File: src/logic/wdsc_params.svh
`ifndef WDSC_PARAMS_SVH
`define WDSC_PARAMS_SVH

// Register byte offsets
`define WDSC_OFS_CTRL    8'h00
`define WDSC_OFS_STATUS  8'h04
`define WDSC_OFS_CLEAR   8'h08
`define WDSC_OFS_ENABLE  8'h0C
`define WDSC_OFS_FLAGS   8'h10

// Control register fields
`define WDSC_CTRL_EN_BIT 0
`define WDSC_CTRL_PS_LSB 1
`define WDSC_CTRL_PS_MSB 5
`define WDSC_CTRL_RESET  8'h16
`define WDSC_PS_RESET    5'h0B
`define WDSC_PS_MAX      5'h12
`define WDSC_PS_SHIFT    6'h05

// Event bits of status, clear and enable
`define WDSC_EV_TO_AWAKE 0
`define WDSC_EV_TO_SLEEP 1
`define WDSC_EV_OSC_FAIL 2
`define WDSC_EV_N        3

// Configuration mode codes
`define WDSC_MODE_OFF    2'h0
`define WDSC_MODE_SOFT   2'h1
`define WDSC_MODE_AWAKE  2'h2
`define WDSC_MODE_ON     2'h3

// Timing
`define WDSC_CLK_NS      50
`define WDSC_TICK_NS     31250
`define WDSC_TICK_CYC    ((`WDSC_TICK_NS + `WDSC_CLK_NS - 1) / `WDSC_CLK_NS)

`endif

File: src/logic/wdsc_pkg.sv
package wdsc_pkg;

   typedef enum logic [1:0] {
      WDSC_AWAKE,
      WDSC_ASLEEP,
      WDSC_OST_WAIT
   } wdsc_phase_e;

   typedef struct packed {
      logic [4:0]  psel;
      logic        soft_en;
      logic [23:0] cnt;
      logic [9:0]  div;
      wdsc_phase_e phase;
      logic [2:0]  sts;
      logic [2:0]  ien;
      logic        to_n;
      logic        pd_n;
      logic        ack;
      logic [31:0] rdat;
      logic        rst_pls;
      logic        wake_pls;
   } wdsc_state_s;

endpackage : wdsc_pkg

File: src/logic/wdsc_top.sv
`timescale 1ns/1ps
`include "wdsc_params.svh"

module wdsc_top #(
   parameter int TICK_DIV = `WDSC_TICK_CYC
) (
   // Clock and reset
   input  wire logic        clk_i,
   input  wire logic        rst_i,
   // Wishbone slave
   input  wire logic        wb_cyc_i,
   input  wire logic        wb_stb_i,
   input  wire logic        wb_we_i,
   input  wire logic [7:0]  wb_adr_i,
   input  wire logic [3:0]  wb_sel_i,
   input  wire logic [31:0] wb_dat_i,
   output logic      [31:0] wb_dat_o,
   output logic             wb_ack_o,
   // Core events and configuration
   input  wire logic [1:0]  config_mode_i,
   input  wire logic        sleep_i,
   input  wire logic        kick_i,
   input  wire logic        osc_fail_i,
   input  wire logic        ost_running_i,
   input  wire logic        crystal_src_i,
   // Watchdog results
   output logic             wdt_reset_o,
   output logic             wake_o,
   output logic             timeout_flag_n_o,
   output logic             powerdown_flag_n_o,
   output logic             irq_o
);

   ////////////////////////////////////////////////////////////////////////

   localparam logic [9:0] DIV_LAST = 10'(TICK_DIV - 1);

   localparam wdsc_pkg::wdsc_state_s RST_STATE = '{
      psel:     `WDSC_PS_RESET,
      soft_en:  1'b0,
      cnt:      24'h000000,
      div:      10'h000,
      phase:    wdsc_pkg::WDSC_AWAKE,
      sts:      3'h0,
      ien:      3'h0,
      to_n:     1'b1,
      pd_n:     1'b1,
      ack:      1'b0,
      rdat:     32'h00000000,
      rst_pls:  1'b0,
      wake_pls: 1'b0
   };

   wdsc_pkg::wdsc_state_s s_q;
   wdsc_pkg::wdsc_state_s s_d;

   logic        tick;
   logic        asleep;
   logic        active;
   logic        clr;
   logic        hit;
   logic [4:0]  code;
   logic [23:0] thr;
   logic        req;
   logic        wr;
   logic [2:0]  ev_set;
   logic [2:0]  ev_clr;
   logic [7:0]  ctrl_rd;

   ////////////////////////////////////////////////////////////////////////

   always_comb begin
      s_d    = s_q;
      clr    = 1'b0;
      hit    = 1'b0;
      ev_set = 3'h0;
      ev_clr = 3'h0;

      s_d.rst_pls  = 1'b0;
      s_d.wake_pls = 1'b0;

      // Base tick of the low-frequency time base
      tick = (s_q.div == DIV_LAST);
      if (tick) begin
         s_d.div = 10'h000;
      end else begin
         s_d.div = s_q.div + 10'h001;
      end

      asleep = (s_q.phase == wdsc_pkg::WDSC_ASLEEP);

      // Mode decode
      case (config_mode_i)
         `WDSC_MODE_ON:    active = 1'b1;
         `WDSC_MODE_AWAKE: active = ~asleep;
         `WDSC_MODE_SOFT:  active = s_q.soft_en;
         default:          active = 1'b0;
      endcase

      // Reserved codes fall back to the shortest period
      if (s_q.psel > `WDSC_PS_MAX) begin
         code = 5'h00;
      end else begin
         code = s_q.psel;
      end
      thr = 24'h000001 << (6'(code) + `WDSC_PS_SHIFT);

      // Sleep sequencing
      case (s_q.phase)
         wdsc_pkg::WDSC_AWAKE: begin
            if (sleep_i) begin
               clr         = 1'b1;
               s_d.phase   = wdsc_pkg::WDSC_ASLEEP;
               s_d.pd_n    = 1'b0;
               s_d.to_n    = 1'b1;
            end
         end
         wdsc_pkg::WDSC_ASLEEP: begin
            if (!sleep_i) begin
               clr = 1'b1;
               // Crystal needs its start-up time before counting
               if (crystal_src_i && ost_running_i) begin
                  s_d.phase = wdsc_pkg::WDSC_OST_WAIT;
               end else begin
                  s_d.phase = wdsc_pkg::WDSC_AWAKE;
               end
            end
         end
         wdsc_pkg::WDSC_OST_WAIT: begin
            clr = 1'b1;
            if (sleep_i) begin
               s_d.phase = wdsc_pkg::WDSC_ASLEEP;
               s_d.pd_n  = 1'b0;
            end else if (!ost_running_i) begin
               s_d.phase = wdsc_pkg::WDSC_AWAKE;
            end
         end
         default: begin
            s_d.phase = wdsc_pkg::WDSC_AWAKE;
         end
      endcase

      if (kick_i) begin
         clr      = 1'b1;
         s_d.to_n = 1'b1;
         s_d.pd_n = 1'b1;
      end

      if (osc_fail_i) begin
         clr = 1'b1;
         ev_set[`WDSC_EV_OSC_FAIL] = 1'b1;
      end

      // Counter; divider select is not an input, so it cannot touch it
      if (clr || !active) begin
         s_d.cnt = 24'h000000;
      end else if (tick) begin
         if (s_q.cnt == thr - 24'h000001) begin
            hit     = 1'b1;
            s_d.cnt = 24'h000000;
         end else begin
            s_d.cnt = s_q.cnt + 24'h000001;
         end
      end

      // Timeout: reset while awake, wake-up while asleep
      if (hit) begin
         s_d.to_n = 1'b0;
         if (asleep) begin
            s_d.wake_pls = 1'b1;
            s_d.pd_n     = 1'b0;
            ev_set[`WDSC_EV_TO_SLEEP] = 1'b1;
         end else begin
            s_d.rst_pls = 1'b1;
            ev_set[`WDSC_EV_TO_AWAKE] = 1'b1;
         end
      end

      // Bus: ack one cycle after request, dropped the next
      req     = wb_cyc_i & wb_stb_i;
      s_d.ack = req & ~s_q.ack;
      wr      = req & wb_we_i & s_q.ack & wb_sel_i[0];

      ctrl_rd = {2'b00, s_q.psel, s_q.soft_en};

      if (s_d.ack) begin
         case (wb_adr_i)
            `WDSC_OFS_CTRL:   s_d.rdat = {24'h000000, ctrl_rd};
            `WDSC_OFS_STATUS: s_d.rdat = {29'h0, s_q.sts};
            `WDSC_OFS_ENABLE: s_d.rdat = {29'h0, s_q.ien};
            `WDSC_OFS_FLAGS:  s_d.rdat = {30'h0, s_q.to_n, s_q.pd_n};
            default:          s_d.rdat = 32'h00000000;
         endcase
      end

      if (wr) begin
         case (wb_adr_i)
            `WDSC_OFS_CTRL: begin
               // Top two bits are not stored
               s_d.psel = wb_dat_i[`WDSC_CTRL_PS_MSB:`WDSC_CTRL_PS_LSB];
               s_d.soft_en = wb_dat_i[`WDSC_CTRL_EN_BIT];
            end
            `WDSC_OFS_CLEAR:  ev_clr = wb_dat_i[2:0];
            `WDSC_OFS_ENABLE: s_d.ien = wb_dat_i[2:0];
            default: begin
            end
         endcase
      end

      // New events beat a clear in the same cycle
      s_d.sts = (s_q.sts & ~ev_clr) | ev_set;
   end

   ////////////////////////////////////////////////////////////////////////

   always_ff @(posedge clk_i) begin
      if (rst_i) begin
         s_q <= RST_STATE;
      end else begin
         s_q <= s_d;
      end
   end

   ////////////////////////////////////////////////////////////////////////

   assign wb_dat_o           = s_q.rdat;
   assign wb_ack_o           = s_q.ack;
   assign wdt_reset_o        = s_q.rst_pls;
   assign wake_o             = s_q.wake_pls;
   assign timeout_flag_n_o   = s_q.to_n;
   assign powerdown_flag_n_o = s_q.pd_n;
   assign irq_o              = |(s_q.sts & s_q.ien);

endmodule : wdsc_top

File: config.mk
export PLATFORM = sky130hd
export DESIGN_NAME = wdsc_top
export DESIGN_NICKNAME = d
export VERILOG_FILES = /design/src/logic/wdsc_pkg.sv /design/src/logic/wdsc_top.sv
export VERILOG_INCLUDE_DIRS = /design/src /design/src/logic
export SDC_FILE = /design/constraint.sdc
export NUM_CORES = 1
export LEC_CHECK = 0
export ABC_CLOCK_PERIOD_IN_PS = 2750
export BUFFER_PORTS_ARGS = -buffer_cell sky130_fd_sc_hd__buf_2
export CORE_AREA = 2 2 99 101
export DETAILED_ROUTE_END_ITERATION = 16
export DIE_AREA = 0 0 101 103
export GPL_ROUTABILITY_DRIVEN = 1
export PLACE_DENSITY = 0.61
export SYNTH_ARGS = -nofsm -noshare
export SYNTH_HDL_FRONTEND = slang
export SYNTH_SLANG_ARGS = --single-unit
File: constraint.sdc
create_clock -name clk_i -period 2.75 [get_ports clk_i]
set_input_delay 0.1375 -clock clk_i [delete_from_list [all_inputs] [get_ports clk_i]]
set_output_delay 0.1375 -clock clk_i [all_outputs]
set_load 0.1 [all_outputs]
======== Word-level counts from Yosys, hierarchy flattened ========
Cells that the tools add are included.
Widths: inputs -> output; s select.
operators by class
  add/sub/neg operators ................... 4
  order comparisons ....................... 1
  equal/unequal tests ..................... 14
  shifts and indexed selects .............. 1
  muxes and demuxes ....................... 31
  bitwise gates (word level) .............. 12
  reductions and logical operators ........ 15
operators with widths
  kind                   count
  $add 24x1->24 const B  1
  $eq 24x24->1           1
  $mux 24                1
  $pmux 6 s4             1
  $shl 1x6->24 const A   1
  $sub 24x1->24 const B  1
  $mux 2                 9
  $eq 8x4->1 const B     2
  $mux 1                 13
  $add 10x1->10 const B  1
  $eq 10x10->1 const B   1
  $eq 8x3->1 const B     1
  $eq 8x5->1 const B     1
  $logic_not 8->1        1
  $add 5x3->6 const B    1
  $and 3x3->3            2
  $eq 2x2->1 const B     3
  $mux 3                 2
  $pmux 1 s3             2
  $pmux 2 s3             1
  $reduce_and 2->1       3
  $reduce_bool 3->1      2
  $reduce_or 2->1        3
  $and 1x1->1            5
  other kinds (15)       19
storage, ports and cells
  flip-flop bits (word level) ............. 85
  bits of input ports ..................... 56

======== Logic depth before layout (Yosys ltp) ========
Gate-level depths: netlist (run 1).
  depth after elaboration ................. 11
  gate-level depth with buffers ........... 10
  depth with buffers taken out ............ 8

======== Least setup slack after synthesis (run 1) ========
Ideal clock, no wire load.
  kind .................................... reg-to-reg
  start point ............................. register s_q, in the netlist ctrl_rd[2]
  end point ............................... register s_q[70] (netlist name)
  library setup time ...................... 0.139 ns
  arrival ................................. 2.214 ns
  data required time ...................... 2.611 ns
  path slack .............................. 0.397 ns
  stages on the path, launching flop included .. 10
  path buffers ............................ 2
  period minus slack after synthesis ...... 2.353 ns
  cells stage by stage .................... dfxtp_1 buf_2 a211o_1 a22oi_2 nand2_1 nor4_2 o211ai_1 nor4_4 buf_6 nor3_1
between the ends
  longest elaborated chain between the ends .. 7
ends and longest elaborated chain
  item                     line             RTL
  start, declared          wdsc_top.sv:54   wdsc_pkg::wdsc_state_s s_q;
  start signal, assigned   wdsc_top.sv:218  s_q <= RST_STATE;
  start signal, assigned   wdsc_top.sv:220  s_q <= s_d;
  $gt 5x5->1 (no line)     --
  $mux 5 *                 wdsc_top.sv:101  if (s_q.psel > `WDSC_PS_MAX) begin
  $add 5x3->6 (no line) *  --
  $shl 1x6->24 *           wdsc_top.sv:106  thr = 24'h000001 << (6'(code) + `WDSC_PS_SHIFT);
  $sub 24x1->24 *          wdsc_top.sv:158  if (s_q.cnt == thr - 24'h000001) begin
  $eq 24x24->1 *           wdsc_top.sv:158
  $mux 24 *                wdsc_top.sv:158
Mark *: on every way between the ends. The rest lies on a longest branch, timed or not.
A chain may end at the register's enable or synchronous reset.

======== Final worst setup path (run 1) ========
  start point ............................. register s_q, in the netlist ctrl_rd[5]
  end point ............................... register s_q, in the netlist wdt_reset_o
between the ends
  longest elaborated chain between the ends .. 11
ends and longest elaborated chain
  item                         line             RTL
  $gt 5x5->1 (no line)         --
  $mux 5 *                     wdsc_top.sv:101
  $add 5x3->6 (no line) *      --
  $shl 1x6->24 *               wdsc_top.sv:106
  $sub 24x1->24 *              wdsc_top.sv:158
  $eq 24x24->1 *               wdsc_top.sv:158
  $mux 1 *                     wdsc_top.sv:158
  $mux 1 *                     wdsc_top.sv:157  end else if (tick) begin
  $mux 1 *                     wdsc_top.sv:155  if (clr || !active) begin
  $not 1->1 (no line) *        --
  $reduce_or 2->1 (no line) *  --
Marked as above.

==> metrics.yaml, run 1 <==
run_status:
  outcome: "complete, no violations"
timing:
  layout_worst_path_cycle_share: 0.931
  slew_viol_final: 0
  max_freq_mhz: 390
  slew_headroom: 0.263
  tightest_slew_ps: 1110
  hold_viol: 0
  holdWs_ps: 17.1
  fin_crit_ps: 2560
  rsz0062_at_grt: "false"
  setup-violations-final: 0
  finClkSkew_ps: 11.4
  tns_ps: 0
cts:
  h-tree-depth: 3
  clock-sinks: 59
  clockBufferDepth: 2
  cts-buffers-inserted: 9
  ctsRootBufferMaster: "clkbuf_8"
  clkSlewWorstSetupHoldPaths_ps: 80
  cts_tree: "yes"
  clk_latency_ps: 340
power:
  power_frac_seq: 0.462
  p_int_w: 0.00125
  leakage_nw: 1.54
  p_sw_frac: 0.338
  p_switching_w: 0.000638
  ir_drop_v: 0.000252
  pwr-share-clk: 0.390
  pwr-share-comb: 0.148
  cellPowerDensity_nw_per_um2: 459
finish:
  regArea_um2: 1180
  area_growth_pct: 10.5
  antenna_cells: 0
  drive_gt1_frac: 0.180
  fin_cells: 603
  multi_input_area_um2: 2270
  fill_cells: 945
  fin_nets: 544
setup_path:
  r2r_setup_slack_ps: 190
  worstPathMaxFanout: 7
  startpoint: "ctrl_rd[5]$_SDFFE_PP0P_"
  rr_startpoint: "ctrl_rd[5]$_SDFFE_PP0P_"
  critPathCaptureType: "flop"
  r2r-end: "wdt_reset_o$_SDFF_PP0_"
  worstSetupPathType: "reg -> reg"
  r2r_cells: 8
  critPathRequiredTime_ps: 2990
  start_kind: "flop"
  critPathCapture: "wdt_reset_o$_SDFF_PP0_"
  arrival_ps: 2800
grt:
  grt.total_usage: 0.164
  grt_pass1_vias: 3034
  antenna_found_initial: 0
  grt_max_degree: 28
  overflow: 0
  grt_first_pass_wirelength_um: 13700
floorplan:
  io_pins: 94
  core-area_um2: 9460
  fp.dieH_um: 103
  start_util: 0.393
  die_width_um: 101
  row_count: 36
  die-area_um2: 10400
logic_synthesis:
  yosysTopAreaCell: "dfxtp_1"
  synth_ff_type: "dfxtp_1"
  synth_edf_count: 0
  async_flop_share: 0
  ys.warnings.count: 0
  yosysUniqueCellTypes: 63
  ys_seq_elements: 59
  synthTopCellsByArea: "dfxtp_1, buf_4, xor2_1, nor2_1, nor3_1"
  synth_area_um2: 3720
  synth_common_cells: "dfxtp_1, nor2_1, buf_4"
  synth_most_common_cell: "dfxtp_1"
  synth-seq-area-share: 0.318
  syn_area_per_cell_um2: 8.22
  synth_top_area_share: 0.318
  netlist_instances: 452
detailed_routing:
  vias: 3262
  wl_met3_um: 379
  drt_iter0_markers: 164
  wl_per_cell_um: 13.5
  wl_met2_um: 3830
  wl_um: 8150
  wl_met1_um: 3830
  highest_layer: "met4"
  dr.pass1.iters: 7
  viasPerCell: 5.41
  drc: 0
  drtAntennaViolNets: 0
placed_design:
  dp_cells: 587
  dp_hpwl_um: 6170
  io_buffers: 38
  place_congestion: 0.842
flow_run:
  drv_cap: 0
hold_path:
  hold_path.class: "in -> reg"
[how the worst min path moves through the flow]
| stage | start | end | slack (ps) | cells past startpoint |
|---|---|---|---|---|
| after global routing | wb_dat_i[4] | ctrl_rd[4]$_SDFFE_PP1P_ | 20 | 2 |
| after CTS | sleep_i | s_q[44]$_SDFFE_PP0P_ | 6 | 2 |
| after floorplan | sleep_i | s_q[44]$_SDFFE_PP0P_ | 210 | 1 |
| after global placement | wb_dat_i[4] | ctrl_rd[4]$_SDFFE_PP1P_ | 350 | 2 |
| final | wb_dat_i[4] | ctrl_rd[4]$_SDFFE_PP1P_ | 20 | 2 |
| after detailed placement | wb_dat_i[4] | ctrl_rd[4]$_SDFFE_PP1P_ | 360 | 2 |
[worst max-delay path, cell delays in order (launching register included)]
cell and delay (ps):
dfxtp_1 370, buf_4 170, nand2b_1 230, or4_4 460, and4_4 220, nor4_4 260
nand3_1 130, or3_1 440, nor4_1 180
[state kept, by name, indices dropped and copies added, names as in the netlist]
name,flops
powerdown_flag_n_o,1
wb_dat_o,6
wb_ack_o,1
wdt_reset_o,1
s_q,42
timeout_flag_n_o,1
wake_o,1
ctrl_rd,6
[timing repair]
action	CTS	global route
endpoints found under the setup margin	0	23
hold buffers	0	0
gates resized for setup	0	6
setup buffers	0	0
[power by group through the flow]
stage | Sequential [W] | Clock [W] | Combinational, W
2_1_floorplan | 0.000899 | 0 | 0.000266
3_3_place_gp | 0.000891 | 0 | 0.000275
3_5_place_dp | 0.000892 | 0 | 0.000276
4_1_cts | 0.000872 | 0.000756 | 0.000277
5_1_grt | 0.000873 | 0.000798 | 0.000295
6_report | 0.000872 | 0.000735 | 0.000279
[cells in the final DEF (no fill, tap or decap), types with 7 or more instances in the layout]
cell type,count
a21oi_1,18
buf_2,38
buf_4,14
clkbuf_8,9
conb_1,28
dfxtp_1,59
inv_1,10
mux2i_1,13
nand2_1,29
nand3_1,19
nand4_1,9
nor2_1,44
nor2b_1,7
nor3_1,30
nor4_1,8
o21ai_0,11
or3_1,7
xnor2_1,13
xor2_1,27
[metrics by stage]
stage	cell area (um2)	worst slack, ps	power [W]	utilization
finish	4110	189	0.00189	0.434
global route	4110	0.808	0.00197	0.434
CTS	4070	38.5	0.00190	0.430
detailed placement	3890	73.7	0.00117	0.411
global placement	3890	116	0.00117	0.411
floorplan	3810	397	0.00117	-
[per-layer routing]
metal,track usage,vias up
li1,-,1621
met4,0.0551,0
met2,0.282,77
met5,0,-
met1,0.207,1556
met3,0.0325,8
[cell type report]
class / instances / area share
flip-flops and latches: 59 / 0.288
multi-input cells: 352 / 0.552
repair buffers: 52 / 0.0719
inverters: 10 / 0.00914
clock inverters: 7 / 0.0143
clock buffers: 9 / 0.0302
well taps: 114 / 0.0347
[kinds of logic (layout without fill, tap and decap cells)]
group	Yosys count	in the layout	share of synthesized area
multiplexers	13	13	0.0350
adder cells (fa/ha/maj)	4	4	0.0135
buffers and inverters	67	78	0.109
AO/OA/AOI/OAI	74	74	0.142
flip-flops	59	59	0.318
XOR/XNOR	40	40	0.0943
AND/OR/NAND/NOR	193	193	0.287
other	2	28	0.00202
No activity file was read; power rests on OpenSTA's default activity.
==> run 2, diff against run 1 <==
--- a/config.mk
+++ b/config.mk
@@ -6,9 +6,10 @@
 export SDC_FILE = /design/constraint.sdc
 export NUM_CORES = 1
 export LEC_CHECK = 0
-export ABC_CLOCK_PERIOD_IN_PS = 2750
+export ABC_CLOCK_PERIOD_IN_PS = 2400
 export BUFFER_PORTS_ARGS = -buffer_cell sky130_fd_sc_hd__buf_2
 export CORE_AREA = 2 2 99 101
+export CTS_CLUSTER_SIZE = 28
 export DETAILED_ROUTE_END_ITERATION = 16
 export DIE_AREA = 0 0 101 103
 export GPL_ROUTABILITY_DRIVEN = 1
==> constraint.sdc (replaced) <==
create_clock -name clk_i -period 2.4 [get_ports clk_i]
set_input_delay 0.12 -clock clk_i [delete_from_list [all_inputs] [get_ports clk_i]]
set_output_delay 0.12 -clock clk_i [all_outputs]
set_load 0.1 [all_outputs]
==> metrics.yaml, run 2 (synthesis results as in run 1) <==
timing:
  slew_viol_final: 0
  max_freq_mhz: 414
  setup-violations-final: 5
  slew_headroom: 0.248
  rsz0062_at_grt: "true"
  finClkSkew_ps: 14.3
  worst_slack_ps: -13.4
  tightest_slew_ps: 1130
  hold_viol: 0
  layout_worst_path_cycle_share: 1.01
  fin_crit_ps: 2410
setup_path:
  r2r_cells: 7
  start_kind: "flop"
  arrival_ps: 2660
  critPathCapture: "wdt_reset_o$_SDFF_PP0_"
  slowest_delay_ps: 520
  r2r-end: "wdt_reset_o$_SDFF_PP0_"
  crit_top_cell: "nor4_2"
  critPathCaptureType: "flop"
  critPathRequiredTime_ps: 2650
  r2r_setup_slack_ps: -10
  rr_startpoint: "ctrl_rd[3]$_SDFFE_PP0P_"
  worstSetupPathType: "reg -> reg"
  startpoint: "ctrl_rd[3]$_SDFFE_PP0P_"
  cp_cell_sequence: "buf_4, or4_4, and4_4, nor4_2, nand3_1, or3_4, nor4_2"
  critPathSlowestCell: "or4_4"
  worstPathMaxFanout: 8
floorplan:
  die-area_um2: 10400
  die_width_um: 101
  io_pins: 94
  core-area_um2: 9460
  fp.dieH_um: 103
  start_util: 0.393
  row_count: 36
power:
  p_sw_frac: 0.321
  ir_drop_v: 0.000486
  power_w: 0.00225
  power_frac_seq: 0.443
  pwr-share-clk: 0.410
  p_int_w: 0.00153
  cellPowerDensity_nw_per_um2: 498
  p_switching_w: 0.000721
  pwr-share-comb: 0.147
  leakage_nw: 1.73
grt:
  grt_pass1_vias: 3130
  grt_max_degree: 28
  grt_first_pass_wirelength_um: 14100
  grt.total_usage: 0.169
  antenna_found_initial: 0
  overflow: 0
cts:
  clk_latency_ps: 350
  ctsRootBufferMaster: "clkbuf_8"
  h-tree-depth: 3
  cts_tree: "yes"
  clockBufferDepth: 2
  clkSlewWorstSetupHoldPaths_ps: 70
  clock-sinks: 59
  cts-buffers-inserted: 9
detailed_routing:
  dr.pass1.iters: 4
  viasPerCell: 5.29
  drc: 0
  drt_iter0_markers: 124
  wl_per_cell_um: 13.6
  wl_um: 8670
  vias: 3365
  drtAntennaViolNets: 0
run_status:
  failed_checks: "negative setup slack"
  outcome: "finished with violations"
finish:
  layout_common_cells: "dfxtp_1, nor2_1, buf_4"
  regArea_um2: 1190
  final_common_cell: "dfxtp_1"
  area_growth_pct: 21.4
  antenna_cells: 0
  fin_nets: 577
  regMostFlops: "s_q"
  largest_reg_flops: 42
  multi_input_area_um2: 2380
  final_area_um2: 4510
  fill_cells: 919
  drive_gt1_frac: 0.268
placed_design:
  placed_area_um2: 4060
  dp_hpwl_um: 6350
  io_buffers: 38
  place_congestion: 0.881
hold_path:
  hp-start: "wb_dat_i[5]"
  whs_path_depth: 3
  hold_path.class: "in -> reg"
flow_run:
  drv_cap: 0
## run 2: changes by cell type in the layout (fill, tap and decap cells not counted), moves of 3 or more
cell | previous run | this run
buf_4 | 14 | 39
dlygate4sd3_1 | 0 | 3
dfxtp_4 | 0 | 3
nor4_2 | 0 | 3
dfxtp_1 | 59 | 54
nor4_1 | 8 | 5
buf_6 | 0 | 4
## run 2: critical path, delay by kind of cell (launching register included)
family	cells	cell delay, ps
simple gates	6	1790
flops	1	380
buf+inv	1	170
## run 2: cell type report
cell class              count  share of cell area
multi-input cells         353               0.527
flip-flops and latches     59               0.265
repair buffers             84               0.124
well taps                 114              0.0316
clock buffers               9              0.0275
clock inverters             7              0.0172
inverters                  10             0.00832
## run 2: what timing repair did
item	in CTS	in global routing
setup endpoints to repair	26	27
gates resized for setup	11	30
buffers inserted	0	4
hold endpoints to repair	3	0
cloned	0	3
hold buffers	3	0
pin swaps	3	2
## run 2: through the flow
stage	TNS [ps]	hold slack, ps	worst slack (ps)	util	instances
5_1_grt	-3770	22.9	-165	0.477	636
3_3_place_gp	-1750	334	-163	0.429	610
2_1_floorplan	0	197	46.9	-	478
4_1_cts	-71.9	10.6	-19.4	0.459	629
3_5_place_dp	-2780	343	-164	0.429	610
6_report	-44.4	23.0	-13.4	0.477	636
## run 2: worst min path at each step
stage | endpoint | slack, ps
after floorplan | s_q[44]$_SDFFE_PP0P_ | 200
after global placement | ctrl_rd[4]$_SDFFE_PP1P_ | 330
after detailed placement | ctrl_rd[4]$_SDFFE_PP1P_ | 340
after CTS | ctrl_rd[3]$_SDFFE_PP0P_ | 10
after global routing | s_q[44]$_SDFFE_PP0P_ | 20
final | ctrl_rd[5]$_SDFFE_PP0P_ | 20
## run 2: metal layers
| layer | routed length, um | track usage |
|---|---|---|
| met3 | 402 | 0.0386 |
| met2 | 4190 | 0.289 |
| met5 | 0 | 0 |
| met1 | 3970 | 0.210 |
| met4 | 109 | 0.0613 |
## run 2: power by group through the flow
| stage | Combinational [W] | Sequential, W | Clock, W |
|---|---|---|---|
| 2_1_floorplan | 0.000305 | 0.00103 | 0 |
| 3_3_place_gp | 0.000318 | 0.00102 | 0 |
| 3_5_place_dp | 0.000320 | 0.00102 | 0 |
| 4_1_cts | 0.000325 | 0.000999 | 0.000942 |
| 5_1_grt | 0.000348 | 0.000997 | 0.000989 |
| 6_report | 0.000330 | 0.000996 | 0.000923 |
